[src/rtl/tvfs_pkg.sv]
// package of constants for the thermal and drain-source fault supervisor
package tvfs_pkg;
   // register offsets (one register per index)
   localparam logic [3:0] ADDR_THERM_STAT   = 4'h0;
   localparam logic [3:0] ADDR_BRIDGE_SHORT_STATUS_STAT    = 4'h1;
   localparam logic [3:0] ADDR_GLOBAL_STATUS_REG     = 4'h2;
   localparam logic [3:0] ADDR_CTRL         = 4'h3;
   localparam logic [3:0] ADDR_VDS_CFG      = 4'h4;
   localparam logic [3:0] ADDR_CCP_BLK      = 4'h5;
   localparam logic [3:0] ADDR_BRIDGE_CTRL  = 4'h6;
   localparam logic [3:0] ADDR_SW_STAT      = 4'h7;
   // thermal status field positions
   localparam int TS_CAN_LOW   = 0;
   localparam int TS_BLK_OT    = 1;
   localparam int TS_PUMP_OT   = 2;
   localparam int TS_PREWARN   = 3;
   localparam int TS_DEV_OT    = 4;
   localparam int TS_EXT_FLAG  = 5;
   // control field positions
   localparam int CT_PUMP_EN   = 0;
   localparam int CT_EXTEND    = 1;
   localparam int CT_SW_CLRCTL = 2;
   localparam int CT_SW_ALL    = 3;
   localparam int CT_CAN_EN    = 4;
   localparam int CT_SW_ON     = 8;
   localparam int CT_SLEEP_REQ = 12;
   // reset values and overtemperature codes
   localparam logic [2:0] VDS_TH_DEFAULT  = 3'h1;
   localparam logic [1:0] VDS_FLT_DEFAULT = 2'h0;
   localparam logic [1:0] CAN_FAIL_OT     = 2'h1;
   localparam logic [1:0] DEV_STATE_OT    = 2'h1;
   // counts
   localparam logic [4:0] EVENT_LIMIT     = 5'h10;
   localparam int         EXTEND_FACTOR   = 64;
   localparam int         CLK_MHZ         = 250;
   // filter times in ns and cycle counts (filter counts: round down; code_cyc rounds up)
   localparam int FLT0_NS = 500;
   localparam int FLT1_NS = 1000;
   localparam int FLT2_NS = 2000;
   localparam int FLT3_NS = 6000;
   localparam int FLT0_CYC = FLT0_NS * CLK_MHZ / 1000;
   localparam int FLT1_CYC = FLT1_NS * CLK_MHZ / 1000;
   localparam int FLT2_CYC = FLT2_NS * CLK_MHZ / 1000;
   localparam int FLT3_CYC = FLT3_NS * CLK_MHZ / 1000;
   // ccp and blank time: base 587 ns + 266 ns per step
   localparam int TIME_BASE_NS = 587;
   localparam int TIME_STEP_NS = 266;
   // device modes, one-hot
   typedef enum logic [4:0] {
      TVFS_NORMAL  = 5'h01,
      TVFS_FAILSAFE = 5'h02,
      TVFS_COOL    = 5'h04,
      TVFS_RESTART = 5'h08,
      TVFS_SLEEP   = 5'h10
   } tvfs_mode_e;
endpackage : tvfs_pkg

[src/rtl/tvfs_vds_chan.sv]
// one half-bridge drain-source monitor with cross-current gap, blank and filter
module tvfs_vds_chan #(
   parameter int CW = 12
) (
   input  wire logic          sys_clk,
   input  wire logic          rstn,
   input  wire logic          clk_en,
   input  wire logic [1:0]    bridge_mode_field,
   input  wire logic          ls_cmp,
   input  wire logic          hs_cmp,
   input  wire logic [CW-1:0] ccp_cyc,
   input  wire logic [CW-1:0] blk_cyc,
   input  wire logic [CW-1:0] flt_cyc,
   input  wire logic          fault_clr,
   output logic               hs_gate,
   output logic               ls_gate,
   output logic               discharge,
   output logic               hs_fault,
   output logic               ls_fault
);
   logic [CW-1:0] ccp_reg;
   logic [CW-1:0] blk_reg;
   logic [CW-1:0] flt_reg;
   logic          latched_reg;
   logic [1:0]    prev_mode_reg;
   // wanted side: 01 = high side on, 10 = low side on
   wire want_hs  = (bridge_mode_field == 2'h1) && !latched_reg;
   wire want_ls  = (bridge_mode_field == 2'h2) && !latched_reg;
   wire mode_chg = (bridge_mode_field != prev_mode_reg) || (latched_reg && ccp_reg == '0);
   wire ccp_busy = (ccp_reg != '0);
   wire blk_busy = (blk_reg != '0);
   wire excess   = (hs_gate && hs_cmp) || (ls_gate && ls_cmp);
   wire trip     = excess && !blk_busy && (flt_reg >= flt_cyc);
   // gates open at once from off; when switching sides the new gate is on in the first cycle, then off for the gap; never both
   assign hs_gate   = want_hs && !ccp_busy;
   assign ls_gate   = want_ls && !ccp_busy;
   assign discharge = latched_reg && ccp_busy;
   // gap, blank and filter counters
   always_ff @(posedge sys_clk or negedge rstn) begin
      if (!rstn) begin
         ccp_reg       <= '0;
         blk_reg       <= '0;
         flt_reg       <= '0;
         prev_mode_reg <= 2'h0;
      end else if (clk_en) begin
         prev_mode_reg <= bridge_mode_field;
         if (trip || (bridge_mode_field != prev_mode_reg && prev_mode_reg != 2'h0)) begin
            ccp_reg <= ccp_cyc;
         end else if (ccp_busy) begin
            ccp_reg <= ccp_reg - 1'b1;
         end
         if (ccp_reg == 1 || (mode_chg && prev_mode_reg == 2'h0) ||
             (fault_clr && latched_reg)) begin
            blk_reg <= blk_cyc;
         end else if (blk_busy) begin
            blk_reg <= blk_reg - 1'b1;
         end
         if (!excess || blk_busy) begin
            flt_reg <= '0;
         end else if (flt_reg < flt_cyc) begin
            flt_reg <= flt_reg + 1'b1;
         end
      end
   end
   // fault latch; the bridge stays off until cleared
   always_ff @(posedge sys_clk or negedge rstn) begin
      if (!rstn) begin
         latched_reg <= 1'b0;
         hs_fault    <= 1'b0;
         ls_fault    <= 1'b0;
      end else if (clk_en) begin
         if (trip) begin
            latched_reg <= 1'b1;
            hs_fault    <= hs_fault | (hs_gate && hs_cmp);
            ls_fault    <= ls_fault | (ls_gate && ls_cmp);
         end else if (fault_clr) begin
            latched_reg <= 1'b0;
            hs_fault    <= 1'b0;
            ls_fault    <= 1'b0;
         end
      end
   end
   // a latched bridge never drives a gate
   property p_latch_off;
      @(posedge sys_clk) disable iff (!rstn) latched_reg |-> !hs_gate && !ls_gate;
   endproperty
   a_latch_off: assert property (p_latch_off) else $error("gate on while latched");
   property p_no_cross;
      @(posedge sys_clk) disable iff (!rstn) !(hs_gate && ls_gate);
   endproperty
   a_no_cross: assert property (p_no_cross) else $error("both gates on");
   property p_blank_mask;
      @(posedge sys_clk) disable iff (!rstn) clk_en && blk_busy |=> !$rose(latched_reg);
   endproperty
   a_blank_mask: assert property (p_blank_mask) else $error("fault during blank");
endmodule : tvfs_vds_chan

[src/rtl/tvfs_top.sv]
// thermal and drain-source fault supervisor top with register port
// Overview of operation
// CAN supply low sets sticky flag
// hot block switches off, shared flag set
// CAN hot: transmitter off, fail field 01
// switches off per config, flags set
// pump hot: flag, enable cleared, discharge (code: gates off, no discharge)
// thermal flags clear only when cool
// prewarning sets sticky flag
// device hot forces fail-safe, cool-down, restart
// device flag clears in normal when cool
// count events; 16 sets extend flag
// extend holds till flag cleared; counter resets
// hot during sleep entry goes fail-safe
// device hot sets global_bit_a bit, state 01
// low-side excess latches bridge off
// high-side excess latches bridge off
// report after blank and filter time
// fault bits plus summary bit set
// bridge off until fault status cleared
// cross-current gap between sides (code: new side on for one cycle before the gap)
// blank time masks detection
// host changes timings only with PWM off
// host changes thresholds only when off
// comparator inputs pass two flops
module tvfs_top #(
   parameter int NB       = 4,
   parameter int NSW      = 4,
   parameter int COOL_CYC = 250000
) (
   input  wire logic             sys_clk,
   input  wire logic             rstn,
   input  wire logic             clk_en,
   input  wire logic [3:0]       addr,
   input  wire logic [15:0]      wdata,
   input  wire logic             wr,
   input  wire logic             rd,
   output logic      [15:0]      rdata,
   input  wire logic             can_low_cmp,
   input  wire logic             can_ot_cmp,
   input  wire logic [NSW-1:0]   sw_ot_cmp,
   input  wire logic             pump_ot_cmp,
   input  wire logic             prewarn_cmp,
   input  wire logic             dev_ot_cmp,
   input  wire logic [NB-1:0]    low_side_monitor_cfg_cmp,
   input  wire logic [NB-1:0]    high_side_monitor_cfg_cmp,
   output logic      [NB*3-1:0]  low_side_vds_threshold,
   output logic      [NB*3-1:0]  high_side_vds_threshold,
   output logic      [NB-1:0]    hs_gate,
   output logic      [NB-1:0]    ls_gate,
   output logic      [NB-1:0]    bridge_discharge,
   output logic                  can_tx_enable,
   output logic      [1:0]       can_fail,
   output logic      [NSW-1:0]   switch_on,
   output logic                  pump_on,
   output logic                  global_bit_a,
   output logic      [1:0]       device_state_field,
   output logic      [4:0]       dev_mode
);
   localparam int CW  = 12;
   localparam int NIN = 5 + NSW + 2 * NB;
   localparam int ECW = $clog2(COOL_CYC * tvfs_pkg::EXTEND_FACTOR + 1);
   // raw comparator bundle and its two-flop synchroniser
   wire  [NIN-1:0] raw = {high_side_monitor_cfg_cmp, low_side_monitor_cfg_cmp, sw_ot_cmp, can_low_cmp, can_ot_cmp,
                          pump_ot_cmp, prewarn_cmp, dev_ot_cmp};
   logic [NIN-1:0] s1_reg;
   logic [NIN-1:0] s2_reg;
   always_ff @(posedge sys_clk or negedge rstn) begin
      if (!rstn) begin
         s1_reg <= '0;
         s2_reg <= '0;
      end else if (clk_en) begin
         s1_reg <= raw;
         s2_reg <= s1_reg;
      end
   end
   wire           dev_ot  = s2_reg[0];
   wire           prewarn = s2_reg[1];
   wire           pump_ot = s2_reg[2];
   wire           can_ot  = s2_reg[3];
   wire           can_low = s2_reg[4];
   wire [NSW-1:0] sw_ot   = s2_reg[5 +: NSW];
   wire [NB-1:0]  ls_cmp  = s2_reg[5+NSW +: NB];
   wire [NB-1:0]  hs_cmp  = s2_reg[5+NSW+NB +: NB];

   // registers
   logic [5:0]       therm_reg;
   logic [NSW-1:0]   swflag_reg;
   logic [15:0]      ctrl_reg;
   logic [15:0]      vds_cfg_reg;
   logic [7:0]       ccp_blk_reg;
   logic [NB*2-1:0]  bmode_reg;
   logic [4:0]       evcnt_reg;
   logic [ECW-1:0]   cool_reg;
   tvfs_pkg::tvfs_mode_e mode_reg;
   logic [NB-1:0]    hsf;
   logic [NB-1:0]    lsf;
   logic [1:0]       flt_sel;

   // converts a 4-bit time code to cycles
   function automatic logic [CW-1:0] code_cyc(input logic [3:0] c);
      int ns;
      ns = tvfs_pkg::TIME_BASE_NS + tvfs_pkg::TIME_STEP_NS * int'(c);
      return CW'((ns * tvfs_pkg::CLK_MHZ + 999) / 1000);
   endfunction : code_cyc

   // register write decode
   wire wr_therm = wr && addr == tvfs_pkg::ADDR_THERM_STAT;
   wire wr_bridge_short_status  = wr && addr == tvfs_pkg::ADDR_BRIDGE_SHORT_STATUS_STAT;
   wire wr_ctrl  = wr && addr == tvfs_pkg::ADDR_CTRL;
   wire wr_vds   = wr && addr == tvfs_pkg::ADDR_VDS_CFG;
   wire wr_ccp   = wr && addr == tvfs_pkg::ADDR_CCP_BLK;
   wire wr_bm    = wr && addr == tvfs_pkg::ADDR_BRIDGE_CTRL;
   wire wr_sw    = wr && addr == tvfs_pkg::ADDR_SW_STAT;
   wire in_norm  = mode_reg == tvfs_pkg::TVFS_NORMAL;
   // clears: write one to clear, only once the condition has gone
   wire [5:0] cond = {1'b0, dev_ot, prewarn, pump_ot, |sw_ot | can_ot | pump_ot, can_low};
   wire [5:0] clr  = wr_therm ? (wdata[5:0] & ~cond &
                     {1'b1, in_norm, 4'hF}) : 6'h0;
   wire dev_clr    = clr[tvfs_pkg::TS_DEV_OT];
   wire ext_off    = wr_ctrl && !wdata[tvfs_pkg::CT_EXTEND] && ctrl_reg[tvfs_pkg::CT_EXTEND];
   wire dev_event  = dev_ot && !therm_reg[tvfs_pkg::TS_DEV_OT] ||
                     dev_ot && (mode_reg == tvfs_pkg::TVFS_NORMAL ||
                                mode_reg == tvfs_pkg::TVFS_SLEEP);
   wire sw_hot     = |(sw_ot & ctrl_reg[tvfs_pkg::CT_SW_ON +: NSW]);
   wire pump_hot   = pump_ot && ctrl_reg[tvfs_pkg::CT_PUMP_EN];
   wire can_hot    = can_ot && ctrl_reg[tvfs_pkg::CT_CAN_EN];
   wire [5:0] set  = {evcnt_reg == tvfs_pkg::EVENT_LIMIT - 1'b1 && dev_event &&
                      ctrl_reg[tvfs_pkg::CT_EXTEND],
                      dev_event, prewarn, pump_hot, sw_hot | can_hot | pump_hot,
                      can_low && ctrl_reg[tvfs_pkg::CT_CAN_EN]};

   // thermal flags: set wins over clear
   always_ff @(posedge sys_clk or negedge rstn) begin
      if (!rstn) begin
         therm_reg <= 6'h0;
      end else if (clk_en) begin
         therm_reg <= (therm_reg & ~clr) | set;
      end
   end

   // event counter, cleared with device flag or extend bit
   always_ff @(posedge sys_clk or negedge rstn) begin
      if (!rstn) begin
         evcnt_reg <= 5'h0;
      end else if (clk_en) begin
         if (dev_clr || ext_off) begin
            evcnt_reg <= 5'h0;
         end else if (dev_event && mode_reg != tvfs_pkg::TVFS_FAILSAFE &&
                      mode_reg != tvfs_pkg::TVFS_COOL &&
                      evcnt_reg != tvfs_pkg::EVENT_LIMIT) begin
            evcnt_reg <= evcnt_reg + 1'b1;
         end
      end
   end

   // control register; hardware clears pump and switch enables on heat
   wire [NSW-1:0] sw_kill = ctrl_reg[tvfs_pkg::CT_SW_ALL] ? {NSW{sw_hot}} :
                            (sw_ot & ctrl_reg[tvfs_pkg::CT_SW_ON +: NSW]);
   wire [NSW-1:0] sw_bits_clr = ctrl_reg[tvfs_pkg::CT_SW_CLRCTL] ? {NSW{1'b0}} : sw_kill;
   always_ff @(posedge sys_clk or negedge rstn) begin
      if (!rstn) begin
         ctrl_reg <= 16'h0000;
      end else if (clk_en) begin
         ctrl_reg <= wr_ctrl ? wdata : ctrl_reg;
         if (pump_hot) begin
            ctrl_reg[tvfs_pkg::CT_PUMP_EN] <= 1'b0;
         end
         ctrl_reg[tvfs_pkg::CT_SW_ON +: NSW] <= (wr_ctrl ? wdata[tvfs_pkg::CT_SW_ON +: NSW] :
                                        ctrl_reg[tvfs_pkg::CT_SW_ON +: NSW]) & ~sw_bits_clr;
      end
   end

   // per-switch overtemperature flags
   always_ff @(posedge sys_clk or negedge rstn) begin
      if (!rstn) begin
         swflag_reg <= '0;
      end else if (clk_en) begin
         swflag_reg <= (swflag_reg & ~(wr_sw ? wdata[NSW-1:0] & ~sw_ot : '0)) |
                       (sw_ot & ctrl_reg[tvfs_pkg::CT_SW_ON +: NSW]);
      end
   end

   // configuration registers
   always_ff @(posedge sys_clk or negedge rstn) begin
      if (!rstn) begin
         vds_cfg_reg <= {2'h0, tvfs_pkg::VDS_FLT_DEFAULT, 1'b0, tvfs_pkg::VDS_TH_DEFAULT,
                         5'h00, tvfs_pkg::VDS_TH_DEFAULT};
         ccp_blk_reg <= 8'h00;
         bmode_reg   <= '0;
      end else if (clk_en) begin
         if (wr_vds) vds_cfg_reg <= wdata;
         if (wr_ccp) ccp_blk_reg <= wdata[7:0];
         if (wr_bm)  bmode_reg   <= wdata[NB*2-1:0];
      end
   end
   assign flt_sel = vds_cfg_reg[13:12];
   // one threshold code per side shared by all bridges
   assign low_side_vds_threshold  = {NB{vds_cfg_reg[10:8]}};
   assign high_side_vds_threshold = {NB{vds_cfg_reg[2:0]}};
   wire [CW-1:0] flt_cyc = flt_sel == 2'h0 ? CW'(tvfs_pkg::FLT0_CYC) :
                           flt_sel == 2'h1 ? CW'(tvfs_pkg::FLT1_CYC) :
                           flt_sel == 2'h2 ? CW'(tvfs_pkg::FLT2_CYC) :
                                             CW'(tvfs_pkg::FLT3_CYC);

   // device mode machine with cool-down wait
   wire [ECW-1:0] cool_len = therm_reg[tvfs_pkg::TS_EXT_FLAG] ?
                  ECW'(COOL_CYC * tvfs_pkg::EXTEND_FACTOR) : ECW'(COOL_CYC);
   always_ff @(posedge sys_clk or negedge rstn) begin
      if (!rstn) begin
         mode_reg <= tvfs_pkg::TVFS_NORMAL;
         cool_reg <= '0;
      end else if (clk_en) begin
         case (mode_reg)
            tvfs_pkg::TVFS_NORMAL: begin
               if (dev_ot) mode_reg <= tvfs_pkg::TVFS_FAILSAFE;
               else if (ctrl_reg[tvfs_pkg::CT_SLEEP_REQ]) mode_reg <= tvfs_pkg::TVFS_SLEEP;
            end
            tvfs_pkg::TVFS_SLEEP: begin
               if (dev_ot) mode_reg <= tvfs_pkg::TVFS_FAILSAFE;
               else if (!ctrl_reg[tvfs_pkg::CT_SLEEP_REQ]) mode_reg <= tvfs_pkg::TVFS_NORMAL;
            end
            tvfs_pkg::TVFS_FAILSAFE: begin
               if (!dev_ot) begin
                  mode_reg <= tvfs_pkg::TVFS_COOL;
                  cool_reg <= cool_len;
               end
            end
            tvfs_pkg::TVFS_COOL: begin
               if (dev_ot) mode_reg <= tvfs_pkg::TVFS_FAILSAFE;
               else if (cool_reg <= 1) mode_reg <= tvfs_pkg::TVFS_RESTART;
               else cool_reg <= cool_reg - 1'b1;
            end
            tvfs_pkg::TVFS_RESTART: mode_reg <= tvfs_pkg::TVFS_NORMAL;
            default: mode_reg <= tvfs_pkg::TVFS_NORMAL;
         endcase
      end
   end
   assign dev_mode = mode_reg;

   // global_bit_a bit and state field
   always_ff @(posedge sys_clk or negedge rstn) begin
      if (!rstn) begin
         global_bit_a       <= 1'b0;
         device_state_field <= 2'h0;
      end else if (clk_en) begin
         if (dev_event) begin
            global_bit_a       <= 1'b1;
            device_state_field <= tvfs_pkg::DEV_STATE_OT;
         end else if (wr_ctrl && wdata[15]) begin
            global_bit_a       <= 1'b0;
            device_state_field <= 2'h0;
         end
      end
   end

   // block outputs
   assign can_tx_enable = ctrl_reg[tvfs_pkg::CT_CAN_EN] && !can_ot;
   assign can_fail      = can_hot ? tvfs_pkg::CAN_FAIL_OT : 2'h0;
   assign switch_on     = ctrl_reg[tvfs_pkg::CT_SW_ON +: NSW] & ~sw_kill;
   assign pump_on       = ctrl_reg[tvfs_pkg::CT_PUMP_EN] && !pump_ot && in_norm;

   // half-bridge channels
   wire           bridge_short_status_clr = wr_bridge_short_status;
   wire [NB-1:0]  any_dis;
   genvar g;
   for (g = 0; g < NB; g++) begin : g_hb
      tvfs_vds_chan #(.CW(CW)) u_chan (
         .sys_clk           (sys_clk),
         .rstn              (rstn),
         .clk_en            (clk_en),
         .bridge_mode_field (pump_on ? bmode_reg[g*2 +: 2] : 2'h0),
         .ls_cmp            (ls_cmp[g]),
         .hs_cmp            (hs_cmp[g]),
         .ccp_cyc           (code_cyc(ccp_blk_reg[3:0])),
         .blk_cyc           (code_cyc(ccp_blk_reg[7:4])),
         .flt_cyc           (flt_cyc),
         .fault_clr         (bridge_short_status_clr),
         .hs_gate           (hs_gate[g]),
         .ls_gate           (ls_gate[g]),
         .discharge         (any_dis[g]),
         .hs_fault          (hsf[g]),
         .ls_fault          (lsf[g])
      );
   end
   assign bridge_discharge = any_dis;
   wire bridge_short_status_sum = |{hsf, lsf};

   // read mux, data one cycle after the strobe
   wire [15:0] rd_mux =
      addr == tvfs_pkg::ADDR_THERM_STAT  ? {10'h0, therm_reg} :
      addr == tvfs_pkg::ADDR_BRIDGE_SHORT_STATUS_STAT   ? 16'({hsf, lsf}) :
      addr == tvfs_pkg::ADDR_GLOBAL_STATUS_REG    ? {11'h0, bridge_short_status_sum, global_bit_a, device_state_field,
                                            in_norm} :
      addr == tvfs_pkg::ADDR_CTRL        ? ctrl_reg :
      addr == tvfs_pkg::ADDR_VDS_CFG     ? vds_cfg_reg :
      addr == tvfs_pkg::ADDR_CCP_BLK     ? {8'h0, ccp_blk_reg} :
      addr == tvfs_pkg::ADDR_BRIDGE_CTRL ? 16'(bmode_reg) :
      addr == tvfs_pkg::ADDR_SW_STAT     ? 16'(swflag_reg) : 16'h0000;
   always_ff @(posedge sys_clk or negedge rstn) begin
      if (!rstn) rdata <= 16'h0000;
      else if (clk_en) rdata <= rd ? rd_mux : 16'h0000;
   end

   // leaving fail-safe goes to cool-down, never straight to restart
   property p_cool;
      @(posedge sys_clk) disable iff (!rstn)
         clk_en && mode_reg == tvfs_pkg::TVFS_FAILSAFE && !dev_ot |=>
         mode_reg != tvfs_pkg::TVFS_RESTART;
   endproperty
   a_cool: assert property (p_cool) else $error("restart without cool-down");
   property p_sleep_fs;
      @(posedge sys_clk) disable iff (!rstn)
         clk_en && mode_reg == tvfs_pkg::TVFS_SLEEP && dev_ot |=>
         mode_reg == tvfs_pkg::TVFS_FAILSAFE;
   endproperty
   a_sleep_fs: assert property (p_sleep_fs) else $error("sleep kept on heat");
   property p_fail_bit;
      @(posedge sys_clk) disable iff (!rstn)
         clk_en && dev_event |=> global_bit_a && device_state_field == 2'h1;
   endproperty
   a_fail_bit: assert property (p_fail_bit) else $error("global_bit_a bit not set");
   property p_sticky;
      @(posedge sys_clk) disable iff (!rstn)
         therm_reg[0] && !wr_therm |=> therm_reg[0];
   endproperty
   a_sticky: assert property (p_sticky) else $error("flag self-cleared");
   property p_tx_off;
      @(posedge sys_clk) disable iff (!rstn) can_ot |-> !can_tx_enable;
   endproperty
   a_tx_off: assert property (p_tx_off) else $error("transmitter on while hot");
   property p_pump_off;
      @(posedge sys_clk) disable iff (!rstn) clk_en && pump_hot |=> !ctrl_reg[0];
   endproperty
   a_pump_off: assert property (p_pump_off) else $error("pump enable kept");
   property p_sum;
      @(posedge sys_clk) disable iff (!rstn) (|hsf || |lsf) |-> bridge_short_status_sum;
   endproperty
   a_sum: assert property (p_sum) else $error("summary bit missing");
   property p_cnt_clr;
      @(posedge sys_clk) disable iff (!rstn) clk_en && dev_clr |=> evcnt_reg == 5'h0;
   endproperty
   a_cnt_clr: assert property (p_cnt_clr) else $error("counter not cleared");
endmodule : tvfs_top

[config.mk]
export PLATFORM = sky130hd
export DESIGN_NAME = tvfs_top
export DESIGN_NICKNAME = d
export VERILOG_FILES = /design/src/rtl/tvfs_pkg.sv /design/src/rtl/tvfs_vds_chan.sv /design/src/rtl/tvfs_top.sv
export SDC_FILE = /design/constraint.sdc
export NUM_CORES = 1
export LEC_CHECK = 0
export ABC_AREA = 1
export BUFFER_PORTS_ARGS = -buffer_cell sky130_fd_sc_hd__buf_2
export CELL_PAD_IN_SITES_DETAIL_PLACEMENT = 1
export CELL_PAD_IN_SITES_GLOBAL_PLACEMENT = 2
export CORE_AREA = 2 2 337 372
export DETAILED_ROUTE_END_ITERATION = 10
export DIE_AREA = 0 0 339 374
export PLACE_DENSITY = 0.92
export SYNTH_ARGS = -nofsm -noshare
export SYNTH_HDL_FRONTEND = slang
export SYNTH_HIERARCHICAL = 1
export SYNTH_SLANG_ARGS = --single-unit
[constraint.sdc]
create_clock -name sys_clk -period 19.5 [get_ports sys_clk]
set_clock_uncertainty 0.2 [all_clocks]
set_input_delay 0.975 -clock sys_clk [delete_from_list [all_inputs] [get_ports sys_clk]]
set_output_delay 0.975 -clock sys_clk [all_outputs]
set_load 0.005 [all_outputs]
# == After elaboration in Yosys (flattened, before gate mapping) ==
# Index checks and enable logic that the tools add are counted.
# totals
register_bits,309
out_inout_bits,68
elab_cells,416
# classes
addsub,18
mul,4
n_div,2
order_cmp,9
eq_ne,39
mux,80
bitwise,28
reduce_logical,192
# ops
cell,n
2-to-1 mux 12 bit,24
2-to-1 mux 16 bit,6
2-to-1 mux 24 bit,4
nonzero test 12 bit,8
subtractor 12 x 1 -> 12 bit (second input constant),8
logical AND 1 bit,75
divider 32 x 11 -> 32 bit (second input constant),2
adder 12 x 1 -> 12 bit (second input constant),4
equality test 12 x 1 -> 1 bit (second input constant),4
greater-or-equal comparator 12 x 11 -> 1 bit,4
logical NOT 12 bit,4
< comparator 12 x 11 -> 1 bit,4
case mux 24 bit (2 select lines),1
nonzero test 2 bit,24
adder 22 x 10 -> 23 bit (second input constant),2
AND reduction 2 bit,23
2-to-1 mux 5 bit,9
multiplier 14 x 7 -> 21 bit (second input constant),2
2-to-1 mux 11 bit,3
adder 10 x 13 -> 14 bit (first input constant),2
logical OR 1 bit,27
<= comparator 24 x 1 -> 1 bit (second input constant),1
multiplier 8 x 4 -> 12 bit (first input constant),2
subtractor 24 x 1 -> 24 bit (second input constant),1
other kinds (37),128

# == Longest topological paths before layout ==
# logic_depth
word_depth,14
ltp_mapped,136
mapped_depth_nobuf,131

# == Modules after synthesis ==
# The synthesis kept the hierarchy.
# by_module_without_submodules
mod,instances,cells_each,area_per_inst_um2,seq_area_each_um2
tvfs_top,1,5062,30884.6,3582.2
tvfs_vds_chan (g_hb[0].u_chan ...),3,488,3265.6,1026.0
tvfs_vds_chan (g_hb[3].u_chan),1,492,3368.2,1026.0

# == Least setup slack after synthesis ==
# No wires, ideal clock.
# synth_timing
kind,reg2reg
start,reg ccp_blk_reg[7]
end,reg g_hb[0].u_chan.blk_reg[0]
setup_time_ns,0.116
arrival_ns,14.665
required_ns,19.184
slack_ns,4.518
path_stages_with_launch,110
n_path_buf,13
cell_sequence,dfrtp_1 -> ha_1 -> ha_1 -> ha_1 -> xnor2_1 -> o21ai_0 -> xor2_1 -> inv_1 -> fa_1 -> fa_1 -> fa_1 -> fa_1 -> inv_1 -> ha_1 -> nand2_1 -> inv_1 -> a21oi_1 -> nand4_1 -> [... 74 more ...] -> buf_12 -> nand2_4 -> nand2_4 -> inv_4 -> nand2_1 -> nor2_4 -> nand2_4 -> nand2_4 -> buf_8 -> nand4_1 -> nor2_1 -> nor2_1 -> nor2_1 -> nand3_1 -> nand2_1 -> nand2_1 -> nand2_1 -> nand2_1
# synth_via
elab_chain_len,6
# synth_rtl
item,line_no,rtl
"start, declared",tvfs_top.sv:91,logic [7:0] ccp_blk_reg;
"start signal, assigned",tvfs_top.sv:193,if (wr_ccp) ccp_blk_reg <= wdata[7:0];
multiplier 8 x 4 -> 12 bit,tvfs_top.sv:103,ns = tvfs_pkg::TIME_BASE_NS + tvfs_pkg::TIME_STEP_NS * int'(c);
adder 10 x 13 -> 14 bit,tvfs_top.sv:103,
multiplier 14 x 7 -> 21 bit,tvfs_top.sv:104,return CW'((ns * tvfs_pkg::CLK_MHZ + 999) / 1000);
adder 22 x 10 -> 23 bit,tvfs_top.sv:104,
divider 32 x 11 -> 32 bit,tvfs_top.sv:104,
2-to-1 mux 12 bit,tvfs_vds_chan.sv:52,if (ccp_reg == 1 || (mode_chg && prev_mode_reg == 2'h0) ||
"end signal, assigned",tvfs_vds_chan.sv:54,blk_reg <= blk_cyc;
"end signal, assigned",tvfs_vds_chan.sv:56,blk_reg <= blk_reg - 1'b1;
"end, declared",tvfs_vds_chan.sv:22,logic [CW-1:0] blk_reg;
# No other way between the ends.
# A chain may end at the register's enable or synchronous reset.

# == Worst setup path after layout ==
# layout_timing
start,reg ccp_blk_reg[5]
end,reg g_hb[3].u_chan.blk_reg[0]
# layout_via
elab_chain_len,6
# layout_rtl
item,line_no
multiplier 8 x 4 -> 12 bit,tvfs_top.sv:103
adder 10 x 13 -> 14 bit,tvfs_top.sv:103
multiplier 14 x 7 -> 21 bit,tvfs_top.sv:104
adder 22 x 10 -> 23 bit,tvfs_top.sv:104
divider 32 x 11 -> 32 bit,tvfs_top.sv:104
2-to-1 mux 12 bit,tvfs_vds_chan.sv:52
"end signal, assigned",tvfs_vds_chan.sv:54
"end signal, assigned",tvfs_vds_chan.sv:56
"end, declared",tvfs_vds_chan.sv:22
# No other way between the ends.

==> results.md <==
- Status: complete, no violations
- Number of flops mapped to enable cells by yosys: 0
- Worst reg2reg startpoint: ccp_blk_reg[5]
- Initial antenna violation count: 0
- Netlist cell types: 86
- Kind of critical path: reg -> reg
- Core ar.: between 100000 and 150000 um2
- Cells after synthesis: around 7.0k
- DRT iter0 DRCs: 2257
- Pin count of the biggest net entering global routing: about 90
- Clock sinks: 307
- Final setup viols: 0
- Final WS setup: 1459 ps
- R2R Setup Slk: between 1000 and 1500 ps
- Pre-CTS setup slack: 136.5 ps
- Synthesis-stage register bit count: 307
- Buffers plus inverters on the worst setup path: 12
- Crit path launch type: flop
- Maxcap violations: 0
- Max Slew Vio Count: 0
- Fillers: between 15k and 20k
- GR Overflow Total: 0
- Crit Path Max Fanout: 27
- Hold_ws: 242.1 ps
- Register area: 7686 um2
- IO Port Bufs: around 110
- Worst slew margin: 26.57%
- Wire per inst: approximately 18 um
- Tot GR Track Use: 23.99%
- Crit path capture type: flop
- Reg2Reg Depth: 110
- First-pass GRT wire length: 251700 um
- Number of top-level pins: 110
- Worst EP required: 19770 ps
- Antenna-violating nets left: 0
- Area Growth Syn to Fin: 8.411%
- Remaining DRCs: 0
- Worst-margin pin slew: approximately 1100 ps
- Syn Area/Cell: 6.277 um2
- CTS tree: built
- Clock root buffer: clkbuf_16
- Initial Utilization: 35.87%
- 1st-pass router iterations: 5
- Leading cell type in the layout, fill and taps excluded: nand2_1
- Seq/Total Area, Yosys: 17.45%
- F_max: 0.05543 GHz
- Vias in the first global route: 47.72k
- Yosys synthesis warning count: 6
- Via count: 45.32k
- Crit-path slowest cell: fa_1
- Critical R2R Capture: g_hb[3].u_chan/blk_reg[0]
- H-tree levels: 2
- Placement Rows: 135
- Fin util: roughly two fifths
- Final Cycle Share: ~93%
- Net count reported at finish: 7409
- Multi-input logic area: 31460 um2
- Worst path max stage delay: 570 ps
- Worst-case clock buffer depth: 3
- Leading cell types in the layout, fill and taps excluded: 2277 x nand2_1, 886 x inv_1, 693 x nand3_1
- FFs w/ async S/R, synth: 100.0%
- Die width: 339 um
- Ant. Diodes: 0
- Layout cells sized above 1: between 15 and 20%
- Hold buffers post-CTS: 0
- Period minus WS final: 18040 ps
- Die Outline Area: 126800 um2
- Ys flop type: dfrtp_1
- Hold Vio Cnt, Final: 0
- Post-DR vias/cell: roughly 5.2
- Die Span Y: between 300 and 400 um
- Clk pin slew, worst setup/hold paths: 60 ps
- Hold Path Class: in -> async
- CP top delay family: simple AND/OR/NAND/NOR gates
- Worst-Skew Late Latency: 590 ps
- Final GP Congestion: between 0.9 and 1
- CP arrival: 18310 ps
- HPWL after DPL: 126300 um
- Cell mode on critical path: nand2_1
- Total Routed Length: 155200 um
- Cell Area, Synth: approximately 44000 um2
- Total CTS buffers: 38
## what timing repair did
item,CTS,global route
setup endpoints to repair,0,16
gates resized for setup,0,53
setup buffers,0,29
## how the worst max path moves through the flow
stage	startpoint	endpoint	slack (ps)	cells after the start
after floorplan	ccp_blk_reg[7]	g_hb[0].u_chan/blk_reg[0]	4520	109
after global placement	ccp_blk_reg[1]	g_hb[2].u_chan/ccp_reg[0]	930	109
after detailed placement	ccp_blk_reg[1]	g_hb[2].u_chan/ccp_reg[0]	140	109
after CTS	ccp_blk_reg[1]	g_hb[2].u_chan/ccp_reg[0]	120	111
after global routing	ccp_blk_reg[1]	g_hb[3].u_chan/ccp_reg[0]	-150	111
final	ccp_blk_reg[5]	g_hb[3].u_chan/blk_reg[0]	1460	110
## kinds of logic (layout without fill, tap and decap cells)
logic type	Yosys count	in the layout	synth area share, %
other	2	18	0.01705
xor gates and xnor gates	236	236	4.854
and+or+nand+nor	4504	4510	50.03
buffers and inverters	1188	1289	12.10
muxes	5	5	0.1278
adders and majority gates	254	254	8.391
AOI/OAI and AO/OA	522	522	7.030
DFF	307	307	17.45
## synthesized netlist by cell type (29+ instances only)
cell type | n | share of area (%)
nor3_1 | 70 | 0.80
o21ai_0 | 228 | 2.6
xnor2_1 | 47 | 0.93
dfrtp_1 | 304 | 17
inv_2 | 112 | 0.95
nand2_2 | 258 | 3.7
buf_2 | 29 | 0.33
nor2_4 | 65 | 1.7
nand2_1 | 2282 | 19
nand2_4 | 118 | 3.0
fa_1 | 69 | 3.1
nand3_4 | 29 | 1.2
nor2_1 | 544 | 4.6
ha_1 | 185 | 5.3
nand4_1 | 151 | 2.1
nand3_2 | 86 | 2.0
a21oi_1 | 143 | 1.6
nand3b_1 | 32 | 0.55
nand3_1 | 697 | 7.9
inv_1 | 887 | 7.6
nor2_2 | 74 | 1.1
buf_6 | 46 | 1.2
buf_4 | 40 | 0.68
xor2_1 | 181 | 3.6
## final cells by class
| type | instances | share of cell area [%] |
|---|---|---|
| inverter | 1025 | 8.190 |
| multi-input combinational | 5545 | 65.87 |
| tap | 1644 | 4.307 |
| timing repair buffer | 196 | 2.678 |
| clock buffer | 51 | 2.198 |
| clock inverter | 17 | 0.6629 |
| sequential | 307 | 16.10 |
## worst reg2reg max path, delay by kind of cell (launching register included)
kind	cells	cell delay, ps
flip-flops	1	470
AND/OR/NAND/NOR	87	11570
XOR/XNOR	1	360
adder cells (fa/ha/maj)	8	2940
AO/OA/AOI/OAI	2	700
buffers and inverters	12	1660
## per-stage QoR
step	setup TNS, ps	cell area, um2	std cells
after floorplan	0	44110	7034
after global placement	0	45760	8682
after detailed placement	0	45760	8682
after CTS	0	47130	8750
after global routing	-605.5	47750	8785
final	0	47750	8785
## metal layers
layer | vias to the layer above | track usage [%] | routed length (um)
met5 | - | 0 | 0
met4 | 0 | 6.801 | 4453
met3 | 199 | 1.905 | 4036
met2 | 555 | 45.09 | 79860
met1 | 22216 | 28.90 | 66890
li1 | 22353 | - | -
Power is not shown: default switching activity piles up to over one toggle a cycle in this logic, so the estimate is an artifact.
